===== config.mk =====
export PLATFORM = sky130hd
export DESIGN_NAME = ahp_host_port
export DESIGN_NICKNAME = d
export VERILOG_FILES = /design/src/ahp_pkg.sv /design/src/ahp_fifo.sv /design/src/ahp_host_port.sv /design/src/ahp_sync.sv
export VERILOG_INCLUDE_DIRS = /design/src
export SDC_FILE = /design/constraint.sdc
export NUM_CORES = 1
export LEC_CHECK = 0
export BUFFER_PORTS_ARGS = -buffer_cell sky130_fd_sc_hd__buf_2
export CORE_MARGIN = 5
export CORE_UTILIZATION = 50
export CTS_BUF_LIST = sky130_fd_sc_hd__clkbuf_4
export DETAILED_ROUTE_END_ITERATION = 8
export PLACE_DENSITY = 0.68
export SLEW_MARGIN = 20
export SYNTH_ARGS = -nofsm -noshare
export SYNTH_HDL_FRONTEND = slang
export SYNTH_HIERARCHICAL = 1
export SYNTH_SLANG_ARGS = --single-unit

===== constraint.sdc =====
create_clock -name i_clk_sys -period 3.3 [get_ports i_clk_sys]
set_input_delay 0.165 -clock i_clk_sys [delete_from_list [all_inputs] [get_ports i_clk_sys]]
set_output_delay 0.165 -clock i_clk_sys [all_outputs]
set_load 0.01 [all_outputs]

===== src/ahp_regs.svh =====
// Constants of the converter parallel host port
`ifndef AHP_REGS_SVH
`define AHP_REGS_SVH

// ---------------------------------------------------------------
// Bus and result widths
// ---------------------------------------------------------------
`define AHP_BUS_W 12
`define AHP_RESULT_W 10
`define AHP_CTRL_W 10
`define AHP_FIFO_DEPTH 16

// ---------------------------------------------------------------
// Control word layout
// ---------------------------------------------------------------
`define AHP_SEL_HI 11
`define AHP_SEL_LO 10
`define AHP_SEL_CR0 2'h0
`define AHP_SEL_CR1 2'h1
`define AHP_CR1_MODE_BIT 6
`define AHP_CR1_RESET_BIT 0
`define AHP_CR0_RESET 10'h000
`define AHP_CR1_RESET 10'h030

// ---------------------------------------------------------------
// Timing
// ---------------------------------------------------------------
`define AHP_CLK_PERIOD_NS 10
`define AHP_FLAG_DELAY_NS 12
`define AHP_FLAG_DELAY_CYC ((`AHP_FLAG_DELAY_NS / `AHP_CLK_PERIOD_NS) < 1 ? 1 : \
	(`AHP_FLAG_DELAY_NS / `AHP_CLK_PERIOD_NS))
`define AHP_MIN_PULSE_NS 10

`endif


===== src/ahp_pkg.sv =====
// Types of the converter parallel host port
package ahp_pkg;
	// Access state, Gray coded along idle-read and idle-write paths
	typedef enum logic [1:0] {
		AHP_IDLE = 2'h0,
		AHP_READ = 2'h1,
		AHP_WRITE = 2'h2
	} ahp_state_t;
endpackage


===== src/ahp_fifo.sv =====
// Result word FIFO with valid and ready on both sides
`timescale 1ns/1ps
`default_nettype none
module ahp_fifo #(
	parameter int WIDTH = 10,
	parameter int DEPTH = 16
) (
	input wire logic i_clk_sys,
	input wire logic i_reset,
	input wire logic i_in_valid,
	output logic o_in_ready,
	input wire logic [WIDTH-1:0] i_in_data,
	output logic o_out_valid,
	input wire logic i_out_ready,
	output logic [WIDTH-1:0] o_out_data
);
	localparam int AW = $clog2(DEPTH);
	logic [WIDTH-1:0] mem [DEPTH];
	logic [AW-1:0] wr_ptr;
	logic [AW-1:0] rd_ptr;
	logic [AW:0] count;
	logic push;
	logic pop;

	// Handshakes
	assign o_in_ready = (count != DEPTH[AW:0]);
	assign o_out_valid = (count != '0);
	assign push = i_in_valid && o_in_ready;
	assign pop = o_out_valid && i_out_ready;
	assign o_out_data = mem[rd_ptr];

	// ---------------------------------------------------------------
	// Storage
	// ---------------------------------------------------------------
	// Word array write
	always_ff @(posedge i_clk_sys) begin
		if (push) begin
			mem[wr_ptr] <= i_in_data;
		end
	end

	// Pointers and fill count
	always_ff @(posedge i_clk_sys or posedge i_reset) begin
		if (i_reset) begin
			wr_ptr <= '0;
			rd_ptr <= '0;
			count <= '0;
		end else begin
			if (push) begin
				wr_ptr <= (wr_ptr == AW'(DEPTH - 1)) ? '0 : wr_ptr + 1'b1;
			end
			if (pop) begin
				rd_ptr <= (rd_ptr == AW'(DEPTH - 1)) ? '0 : rd_ptr + 1'b1;
			end
			if (push && !pop) begin
				count <= count + 1'b1;
			end else if (pop && !push) begin
				count <= count - 1'b1;
			end
		end
	end
endmodule
`default_nettype wire


===== src/ahp_host_port.sv =====
// Parallel host port of a four-input sampling converter
`timescale 1ns/1ps
`default_nettype none
`include "ahp_regs.svh"
module ahp_host_port (
	input wire logic i_clk_sys,
	input wire logic i_reset,
	// Host bus pins
	input wire logic i_chip_sel_a_n,
	input wire logic i_chip_sel_b,
	input wire logic i_read_n,
	input wire logic i_store_n,
	input wire logic [`AHP_BUS_W-1:0] i_data,
	output logic [`AHP_BUS_W-1:0] o_data,
	output logic o_data_oe,
	output logic o_result_ready_flag,
	// Converter result stream
	input wire logic i_result_valid,
	output logic o_result_ready,
	input wire logic [`AHP_RESULT_W-1:0] i_result_word,
	// Control outputs to the converter core
	output logic [`AHP_CTRL_W-1:0] o_ctrl_reg0,
	output logic [`AHP_CTRL_W-1:0] o_ctrl_reg1,
	output logic o_combined_mode,
	output logic o_device_reset,
	output ahp_pkg::ahp_state_t o_state
);
	import ahp_pkg::*;

	localparam int FLAG_CNT_W = 4;
	localparam logic [FLAG_CNT_W-1:0] FLAG_DELAY = FLAG_CNT_W'(`AHP_FLAG_DELAY_CYC);

	logic cs_a_n_s;
	logic cs_b_s;
	logic read_n_s;
	logic store_n_s;
	logic [`AHP_BUS_W-1:0] data_s;
	logic [`AHP_CTRL_W-1:0] ctrl_reg0;
	logic [`AHP_CTRL_W-1:0] ctrl_reg1;
	logic combined;
	logic selected;
	logic read_qual;
	logic write_qual;
	ahp_state_t state;
	ahp_state_t next_state;
	logic [`AHP_BUS_W-1:0] write_hold;
	logic fifo_valid;
	logic fifo_pop;
	logic [`AHP_RESULT_W-1:0] fifo_word;
	logic [FLAG_CNT_W-1:0] flag_cnt;
	logic flag;
	logic [`AHP_BUS_W-1:0] out_word;
	logic read_start;
	logic write_end;

	// ---------------------------------------------------------------
	// Helpers
	// ---------------------------------------------------------------
	// Result word widened to the bus, top bits zero
	function automatic logic [`AHP_BUS_W-1:0] pad_result(input logic [`AHP_RESULT_W-1:0] w);
		pad_result = {{(`AHP_BUS_W - `AHP_RESULT_W){1'b0}}, w};
	endfunction

	// ---------------------------------------------------------------
	// Pin synchronisers
	// ---------------------------------------------------------------
	// Strobes idle inactive after reset: selects off, both strobes high
	// Every pin passes two stages before the decode reads it
	ahp_sync #(
		.WIDTH(4),
		.INIT(4'hb)
	) u_strobe_sync (
		.i_clk_sys(i_clk_sys),
		.i_reset(i_reset),
		.i_async({i_chip_sel_a_n, i_chip_sel_b, i_read_n, i_store_n}),
		.o_sync({cs_a_n_s, cs_b_s, read_n_s, store_n_s})
	);

	// Bus data lags with the strobes by the same two stages
	// Same depth keeps the held word aligned with the write qualifier
	ahp_sync #(
		.WIDTH(`AHP_BUS_W),
		.INIT('0)
	) u_data_sync (
		.i_clk_sys(i_clk_sys),
		.i_reset(i_reset),
		.i_async(i_data),
		.o_sync(data_s)
	);

	// ---------------------------------------------------------------
	// Access decode
	// ---------------------------------------------------------------
	// Mode bit turns the store strobe into a direction input
	// A mode change takes hold only after the write that set it has closed
	assign combined = ctrl_reg1[`AHP_CR1_MODE_BIT];
	assign selected = !cs_a_n_s && cs_b_s;

	// Read and write qualifiers, both levels of their inputs
	// Decode sees synced pins only, so an edge near the clock cannot split an access
	always_comb begin
		if (combined) begin
			// Read strobe ignored, direction high reads, low writes
			read_qual = selected && store_n_s;
			write_qual = selected && !store_n_s;
		end else begin
			read_qual = selected && !read_n_s && store_n_s;
			write_qual = selected && !store_n_s && read_n_s;
		end
	end

	// ---------------------------------------------------------------
	// Access state
	// ---------------------------------------------------------------
	// Pulse lasts as long as its qualifier, one cycle less if that rises as the other one falls
	always_comb begin
		next_state = state;
		case (state)
			AHP_IDLE: begin
				if (read_qual) begin
					next_state = AHP_READ;
				end else if (write_qual) begin
					next_state = AHP_WRITE;
				end
			end
			AHP_READ: begin
				if (!read_qual) begin
					next_state = AHP_IDLE;
				end
			end
			AHP_WRITE: begin
				if (!write_qual) begin
					next_state = AHP_IDLE;
				end
			end
			default: begin
				next_state = AHP_IDLE;
			end
		endcase
	end

	// State register
	// One bit moves on each step of the usual path
	always_ff @(posedge i_clk_sys or posedge i_reset) begin
		if (i_reset) begin
			state <= AHP_IDLE;
		end else begin
			state <= next_state;
		end
	end

	assign o_state = state;

	// Single-cycle marks of a read opening and a write closing
	assign read_start = (state == AHP_IDLE) && (next_state == AHP_READ);
	assign write_end = (state == AHP_WRITE) && (next_state != AHP_WRITE);

	// ---------------------------------------------------------------
	// Result path
	// ---------------------------------------------------------------
	// Result words wait here until the host reads them
	// Converter side pushes on valid and ready, on the system clock
	// A full FIFO refuses new words rather than overwrite unread ones
	ahp_fifo #(
		.WIDTH(`AHP_RESULT_W),
		.DEPTH(`AHP_FIFO_DEPTH)
	) u_result_fifo (
		.i_clk_sys(i_clk_sys),
		.i_reset(i_reset),
		.i_in_valid(i_result_valid),
		.o_in_ready(o_result_ready),
		.i_in_data(i_result_word),
		.o_out_valid(fifo_valid),
		.i_out_ready(fifo_pop),
		.o_out_data(fifo_word)
	);

	// One word taken as each read begins, so one read never takes two
	assign fifo_pop = read_start;

	// Output word register, holds last word if nothing new
	// An empty FIFO thus shows the previous word again on a further read
	always_ff @(posedge i_clk_sys or posedge i_reset) begin
		if (i_reset) begin
			out_word <= '0;
		end else if (fifo_pop && fifo_valid) begin
			out_word <= pad_result(fifo_word);
		end
	end

	// Drivers on only during the read, off with the first inactive input
	always_ff @(posedge i_clk_sys or posedge i_reset) begin
		if (i_reset) begin
			o_data_oe <= 1'b0;
		end else begin
			o_data_oe <= (next_state == AHP_READ);
		end
	end

	// Bus word: the fresh result at a read opening, else the last one shown
	always_ff @(posedge i_clk_sys or posedge i_reset) begin
		if (i_reset) begin
			o_data <= '0;
		end else if (fifo_pop && fifo_valid) begin
			o_data <= pad_result(fifo_word);
		end else begin
			o_data <= out_word;
		end
	end

	// ---------------------------------------------------------------
	// Data-available flag
	// ---------------------------------------------------------------
	// Flag drops a fixed delay after the read starts
	// A load of zero gives a drop one cycle after the read opens
	always_ff @(posedge i_clk_sys or posedge i_reset) begin
		if (i_reset) begin
			flag_cnt <= '0;
		end else if (fifo_pop) begin
			flag_cnt <= FLAG_DELAY - 1'b1;
		end else if (flag_cnt != '0) begin
			flag_cnt <= flag_cnt - 1'b1;
		end
	end

	// Flag follows waiting words outside reads
	always_ff @(posedge i_clk_sys or posedge i_reset) begin
		if (i_reset) begin
			flag <= 1'b0;
		end else if ((state == AHP_READ) && (flag_cnt == '0)) begin
			flag <= 1'b0;
		end else if (state != AHP_READ) begin
			flag <= fifo_valid;
		end
	end

	assign o_result_ready_flag = flag;

	// ---------------------------------------------------------------
	// Control registers
	// ---------------------------------------------------------------
	// Bus word tracked while the write is active
	// Tracking each cycle keeps the last word set up before the strobe end
	always_ff @(posedge i_clk_sys or posedge i_reset) begin
		if (i_reset) begin
			write_hold <= '0;
		end else if (write_qual && (state != AHP_READ)) begin
			write_hold <= data_s;
		end
	end

	// Commit at the end of the write pulse
	// Late commit lets a word that settles during the pulse still land
	always_ff @(posedge i_clk_sys or posedge i_reset) begin
		if (i_reset) begin
			ctrl_reg0 <= `AHP_CR0_RESET;
			ctrl_reg1 <= `AHP_CR1_RESET;
		end else if (write_end) begin
			case (write_hold[`AHP_SEL_HI:`AHP_SEL_LO])
				`AHP_SEL_CR0: begin
					ctrl_reg0 <= write_hold[`AHP_CTRL_W-1:0];
				end
				`AHP_SEL_CR1: begin
					if (write_hold[`AHP_CR1_RESET_BIT]) begin
						// Reset bit restores both, stays set until cleared
						ctrl_reg0 <= `AHP_CR0_RESET;
						ctrl_reg1 <= `AHP_CR1_RESET | `AHP_CTRL_W'(1);
					end else begin
						ctrl_reg1 <= write_hold[`AHP_CTRL_W-1:0];
					end
				end
				// Unknown selects leave both registers as they were
				default: begin
					ctrl_reg0 <= ctrl_reg0;
				end
			endcase
		end
	end

	// Register contents and mode to the converter core
	assign o_ctrl_reg0 = ctrl_reg0;
	assign o_ctrl_reg1 = ctrl_reg1;
	assign o_combined_mode = combined;
	assign o_device_reset = ctrl_reg1[`AHP_CR1_RESET_BIT];
endmodule
`default_nettype wire


===== src/ahp_sync.sv =====
// Two-flop synchroniser for asynchronous pin inputs
`timescale 1ns/1ps
`default_nettype none
module ahp_sync #(
	parameter int WIDTH = 1,
	parameter logic [WIDTH-1:0] INIT = '0
) (
	input wire logic i_clk_sys,
	input wire logic i_reset,
	input wire logic [WIDTH-1:0] i_async,
	output logic [WIDTH-1:0] o_sync
);
	logic [WIDTH-1:0] meta;

	// ---------------------------------------------------------------
	// Synchroniser chain
	// ---------------------------------------------------------------
	// First stage feeds only the second stage
	always_ff @(posedge i_clk_sys or posedge i_reset) begin
		if (i_reset) begin
			meta <= INIT;
			o_sync <= INIT;
		end else begin
			meta <= i_async;
			o_sync <= meta;
		end
	end
endmodule
`default_nettype wire

## Word-level counts from Yosys, hierarchy flattened

Memories as Yosys holds them, arrays and structs flattened. A register that Yosys moved wholly into a read port is not among the register bits.
Index checks and enable logic that the tools add are counted.

| cells by class | value |
|---|---|
| eq/ne operators | 10 |
| $mul | 0 |
| muxes and demuxes | 20 |
| order comparisons | 0 |
| reductions and logical operators | 30 |
| divide/modulo/power cells | 0 |
| add/subtract/negate cells | 5 |
| shifts and indexed selects | 0 |
| bitwise operators | 0 |

Operators with widths:

| kind | number |
|---|---|
| $mux W10 | 2 |
| $pmux W10 S2 | 1 |
| $mux W4 | 4 |
| $logic_and A1 B1 Y1 | 14 |
| $mux W5 | 2 |
| $add A4 B1 Y4 const B | 2 |
| $eq A4 B4 Y1 const B | 2 |
| $mux W2 | 4 |
| $reduce_bool A2 Y1 | 4 |
| $eq A2 B1 Y1 const B | 3 |
| $mux W1 | 6 |
| $pmux W2 S3 | 1 |
| $add A5 B1 Y5 const B | 1 |
| $logic_not A1 Y1 | 5 |
| $ne A5 B5 Y1 const B | 1 |
| $reduce_bool A5 Y1 | 1 |
| $sub A5 B1 Y5 const B | 1 |
| $logic_not A2 Y1 | 2 |
| $logic_not A4 Y1 | 1 |
| $ne A2 B2 Y1 const B | 2 |
| $reduce_bool A4 Y1 | 1 |
| $sub A4 B1 Y4 const B | 1 |
| $reduce_and A3 Y1 | 1 |
| $eq A2 B2 Y1 const B | 1 |
| other kinds (2) | 2 |

| word-level totals | value |
|---|---|
| memory bits (read-only) | 0 |
| memories | 1 |
| bits in registers | 85 |
| output and inout port bits | 39 |
| memory bits (writable) | 160 |
| bits of input ports | 29 |
| bits in latches | 0 |

Memories:

| memory | words | width | rd ports | clocked after memory_dff | write ports | line | source |
|---|---|---|---|---|---|---|---|
| u_result_fifo.mem | 16 | 10 | 1 | 1 | 1 | ahp_fifo.sv:18 | `logic [WIDTH-1:0] mem [DEPTH];` |

## Longest topological paths before layout

| logic depth | value |
|---|---|
| word-level depth | 14 |
| depth in mapped cells | 10 |

## Modules after synthesis

Netlist, hierarchy kept.

Modules (own cells, without submodules):

| module | instances | cells an instance | area each (µm²) | seq. area each (µm²) |
|---|---|---|---|---|
| ahp_fifo | 1 | 346 | 6,906.6 | 5,129.9 |
| ahp_host_port | 1 | 157 | 2,043.2 | 1,253.7 |
| ahp_sync at u_data_sync | 1 | 25 | 604.3 | 600.6 |
| ahp_sync at u_strobe_sync | 1 | 9 | 211.5 | 207.7 |

## Least setup slack after synthesis

No wires, ideal clock.

| timing path | value |
|---|---|
| kind | reg2reg |
| from | reg u_strobe_sync.o_sync[0] |
| to | reg u_result_fifo.count[4] |
| setup time | 0.126 ns |
| stages on the path, launching flop included | 11 |
| data required time | 3.174 ns |
| path buffers | 0 |
| setup slack | 0.349 ns |
| data arrival time | 2.825 ns |
| path through | dfstp_2 -> nand2b_1 -> nor4_4 -> o21ai_4 -> ha_1 -> inv_1 -> ha_1 -> a21o_1 -> a2111oi_0 -> a31oi_1 -> a221o_1 |

| between the ends | value |
|---|---|
| word-level cells in the longest chain between the ends | 13 |

RTL lines:

| item | line | source |
|---|---|---|
| from (decl) | ahp_sync.sv:11 | `output logic [WIDTH-1:0] o_sync` |
| from (signal assigned) | ahp_sync.sv:25 | `o_sync <= meta;` |
| $logic_not A1 Y1 | ahp_host_port.sv:105, ahp_host_port.sv:108 |  |
| $logic_and A1 B1 Y1 | ahp_host_port.sv:105, ahp_host_port.sv:108 |  |
| $logic_and A1 B1 Y1 | ahp_host_port.sv:108 | `write_qual = selected && !store_n_s && read_n_s;` |
| $mux W1 | ahp_host_port.sv:102 | `if (combined) begin` |
| $mux W2 | ahp_host_port.sv:122 | `end else if (write_qual) begin` |
| $mux W2 | ahp_host_port.sv:120 | `if (read_qual) begin` |
| $pmux W2 S3 (*) | ahp_host_port.sv:118 | `case (state)` |
| $eq A2 B1 Y1 (*) | ahp_host_port.sv:155 | `assign read_start = (state == AHP_IDLE) && (next_state == AHP_READ);` |
| $logic_and A1 B1 Y1 (*) | ahp_host_port.sv:155 |  |
| via fifo_pop | ahp_host_port.sv:48 | `logic fifo_pop;` |
| $logic_and A1 B1 Y1 (*) | ahp_fifo.sv:29 | `assign pop = o_out_valid && i_out_ready;` |
| $logic_not A1 Y1 | ahp_fifo.sv:55 | `if (push && !pop) begin` |
| $logic_and A1 B1 Y1 | ahp_fifo.sv:55 |  |
| $mux W5 or $reduce_bool A2 Y1 (tied branches) | -- |  |
| to (signal assigned) | ahp_fifo.sv:56 | `count <= count + 1'b1;` |
| to (signal assigned) | ahp_fifo.sv:58 | `count <= count - 1'b1;` |
| to (decl) | ahp_fifo.sv:21 | `logic [AW:0] count;` |

The timed path passes the listed nets; every way through them passes the cells marked *.
A chain may end at the register's enable or synchronous reset.

## Worst setup path in the final report

| timing path | value |
|---|---|
| from | reg u_result_fifo.count[1] |
| to | reg u_result_fifo.count[4] |

| between the ends | value |
|---|---|
| word-level cells in the longest chain between the ends | 5 |

RTL lines:

| item |
|---|
| parallel branches: the longest is 5 deep, another holds $sub A5 B1 Y5 |

Several ways; the timed one is not identified. The select of a mux whose other input is x is not followed.

==> flow_summary.json <==
{
  "skew_ns": 0.0248,
  "yosys_warnings": 6,
  "die_y_um": 150,
  "fmax_mhz": 321,
  "cts_sinks": 255,
  "rows": 51,
  "r2r.worst_path.cells": 9,
  "cts_tree": "built",
  "final_hold_viol_count": 0,
  "grt_start_max_net_pins": 51,
  "first_global_vias": 5682,
  "syn2layout_area_growth_pct": 17.8,
  "nets": 725,
  "holdPathStages": 5,
  "viasPerCell": 5.29,
  "endpoint": "u_result_fifo/count[4]",
  "ios": 68,
  "htree_levels": 2,
  "syn-instance-count": 537,
  "powerDensity_mw_per_mm2": 779,
  "crit_type": "flop to flop",
  "slew_violations": 0,
  "required_ns": 3.83,
  "fp.coreArea_sq_mm": 0.0193,
  "start_util_pct": 50.5,
  "drtIter0Drc": 217,
  "vias": 5300,
  "dpl.hpwl_um": 11900,
  "seq_area_frac_synth_pct": 73.6,
  "worst_slew_pin_slew_ns": 1.05,
  "worstPathArrival_ns": 3.64,
  "status": "finished clean",
  "antenna_found_initial": 1,
  "fin_tns_setup_ns": 0,
  "start_kind": "flop",
  "relSlewSlack_pct": 29.5,
  "wl_per_cell_um": 18.5,
  "totalWireLength_um": 18500,
  "cts_buffers": 60,
  "avgSynthCellArea_sq_um": 18.2,
  "synth-seq-cells": 255,
  "drc": 0,
  "ys_types": 49,
  "clockRootBuffer": "clkbuf_4",
  "drt-pass1-iter-count": 4,
  "startpoint": "u_result_fifo/count[1]",
  "cp-end-kind": "flop",
  "clk_path_buf_depth": 3,
  "syn_area_sq_mm": 0.00977,
  "final_cells": 1002,
  "worstHoldPathType": "primary input to flop",
  "maxCapViolations": 0,
  "grtUsageTotal_pct": 17.3,
  "period_minus_slack_ns": 3.11,
  "gp_congestion": 0.769,
  "ant_nets": 0,
  "p_leak_uw": 0.00443,
  "fillers": 1497,
  "reg2reg_to": "u_result_fifo/count[4]",
  "dpl.cell_count": 859,
  "gr-total-overflow": 0,
  "finalCritPeriodShare_pct": 94.4,
  "die-area_sq_mm": 0.0224,
  "clock_latency_ns": 0.66,
  "setup_viol": 0,
  "grt_pass1_wl_um": 29900,
  "io_buffers": 65,
  "rsz0062_at_grt": "false",
  "die_w_um": 150,
  "clk_pin_slew_ns": 0.07,
  "drive_gt1_share_pct": 36.8,
  "peakVddDrop_uv": 382,
  "crit_path_max_fanout": 6,
  "reg2reg_slack_ns": 0.19,
  "r2r-start": "u_result_fifo/count[1]"
}
## per-stage QoR
stage                     utilization (%)  total power (uW)  worst slack (ns)  hold WS (ns)  instance area (sq um)
final                                59.5              8960             0.186         0.101                  11500
after global routing                 59.5              9490            0.0550         0.109                  11500
after CTS                            59.3              9080            0.0287        0.0352                  11500
after detailed placement             53.8              6530           -0.0144         0.171                  10400
after global placement               53.8              6440             0.254         0.164                  10400
after floorplan                         -              5810             0.349       -0.0236                   9770
## layer usage
metal | vias to the layer above | routed length, um | track usage (%)
met4 | 0 | 289 | 5.72
met1 | 2707 | 7730 | 22.6
met3 | 32 | 1120 | 3.94
met2 | 147 | 9410 | 28.9
li1 | 2414 | - | -
met5 | - | 0 | 0
## repair_timing
action / 4_1_cts / 5_1_grt
hold buffers: 28 / 0
buffers inserted: 0 / 1
endpoints found under the hold margin: 269 / 0
endpoints found under the setup margin: 1 / 1
gates resized for setup: 1 / 2
pin swaps: 0 / 1
## synth_stat cells, drive strengths merged
cell type  count  share of area (%)
a2111oi        1              0.090
a211oi         1              0.077
a21boi         2               0.15
a21o           5               0.40
a21oi          2               0.10
a221o          1               0.10
a22o          11               0.99
a22oi         20                1.5
a311oi         1              0.090
a31oi          1              0.064
and2           3               0.19
and3           1              0.064
buf           21                1.4
clkbuf         4               0.15
conb           1              0.038
dfrtp         87                 22
dfstp          8                2.2
edfxtp       160                 49
fa             1               0.21
ha            10                1.3
inv            9               0.35
mux2          26                3.0
mux4          40                9.2
nand2         34                1.4
nand2b        14               0.97
nand3          3               0.15
nor2          22               0.85
nor2b          4               0.26
nor3          10               0.51
nor4           5               0.60
nor4bb         1               0.10
o21ai         17               0.99
o31ai          2               0.21
or3            1              0.064
or4            2               0.19
xnor2          4               0.36
xor2           2               0.18
## final cells by class
cell class              instances  area [sq um]  share of cell area [%]
clock inverters                19          78.8                   0.685
flip-flops and latches        255          7190                    62.5
repair buffers                110           746                    6.48
multi-input cells             249          2410                    21.0
diodes                          1          2.50                  0.0218
well taps                     265           332                    2.88
clock buffers                  94           706                    6.14
inverters                       9          35.0                   0.305
## critical path, stage by stage (launching register included)
cell	delay (ns)
dfrtp_1	0.45
or4_4	0.55
o21ai_4	0.17
ha_2	0.22
inv_1	0.12
fa_1	0.42
a21o_1	0.22
a2111oi_2	0.41
a31oi_1	0.10
a221o_1	0.32
## worst min path at each step
stage                        start                       to  slack [ns]
floorplan                  i_reset    u_strobe_sync/meta[2]       -0.02
global placement           i_reset  u_strobe_sync/o_sync[2]        0.16
detailed placement         i_reset    u_strobe_sync/meta[2]        0.17
CTS                 i_result_valid  u_result_fifo/wr_ptr[1]        0.04
global route        i_result_valid  u_result_fifo/wr_ptr[1]        0.11
finish              i_result_valid  u_result_fifo/wr_ptr[1]        0.10
## cell families (layout without fill, tap and decap cells)
logic type / count (synthesis) / count (layout) / share of synthesized area [%]
buffers and inverters: 34 / 232 / 1.90
other: 1 / 3 / 0.0384
multiplexers: 66 / 66 / 12.3
XOR/XNOR: 6 / 6 / 0.538
AND/OR/NAND/NOR: 100 / 100 / 5.34
AO/OA/AOI/OAI: 64 / 64 / 4.79
adder cells (fa/ha/maj): 11 / 11 / 1.49
flip-flops: 255 / 255 / 73.6
## state kept, by name, summed over array words and instances, names as in the netlist
signal / flops
o_ctrl_reg0: 10
o_data: 10
u_result_fifo/mem: 160
u_result_fifo/rd_ptr: 4
u_data_sync/o_sync: 12
flag_cnt: 4
u_data_sync/meta: 12
u_result_fifo/count: 5
u_result_fifo/wr_ptr: 4
u_strobe_sync/meta: 4
o_ctrl_reg1: 10
o_state: 2
u_strobe_sync/o_sync: 4
o_result_ready_flag: 1
write_hold: 12
o_data_oe: 1
## power by group
part           switching [uW]  internal, uW
combinational            1120          1110
clock                    1170          1300
sequential                359          3890
## cell usage in the layout (no fill, tap or decap), types with 20 or more instances in the layout
cell type | Yosys | routed
a22oi_1 | 20 | 20
buf_2 | 7 | 65
mux4_2 | 40 | 40
mux2_2 | 25 | 25
edfxtp_1 | 160 | 160
nand2_1 | 33 | 33
nor2_1 | 22 | 22
dfrtp_1 | 87 | 86
dlygate4sd3_1 | 0 | 28
clkbuf_4 | 0 | 94
No activity file was read; power rests on OpenSTA's default activity.
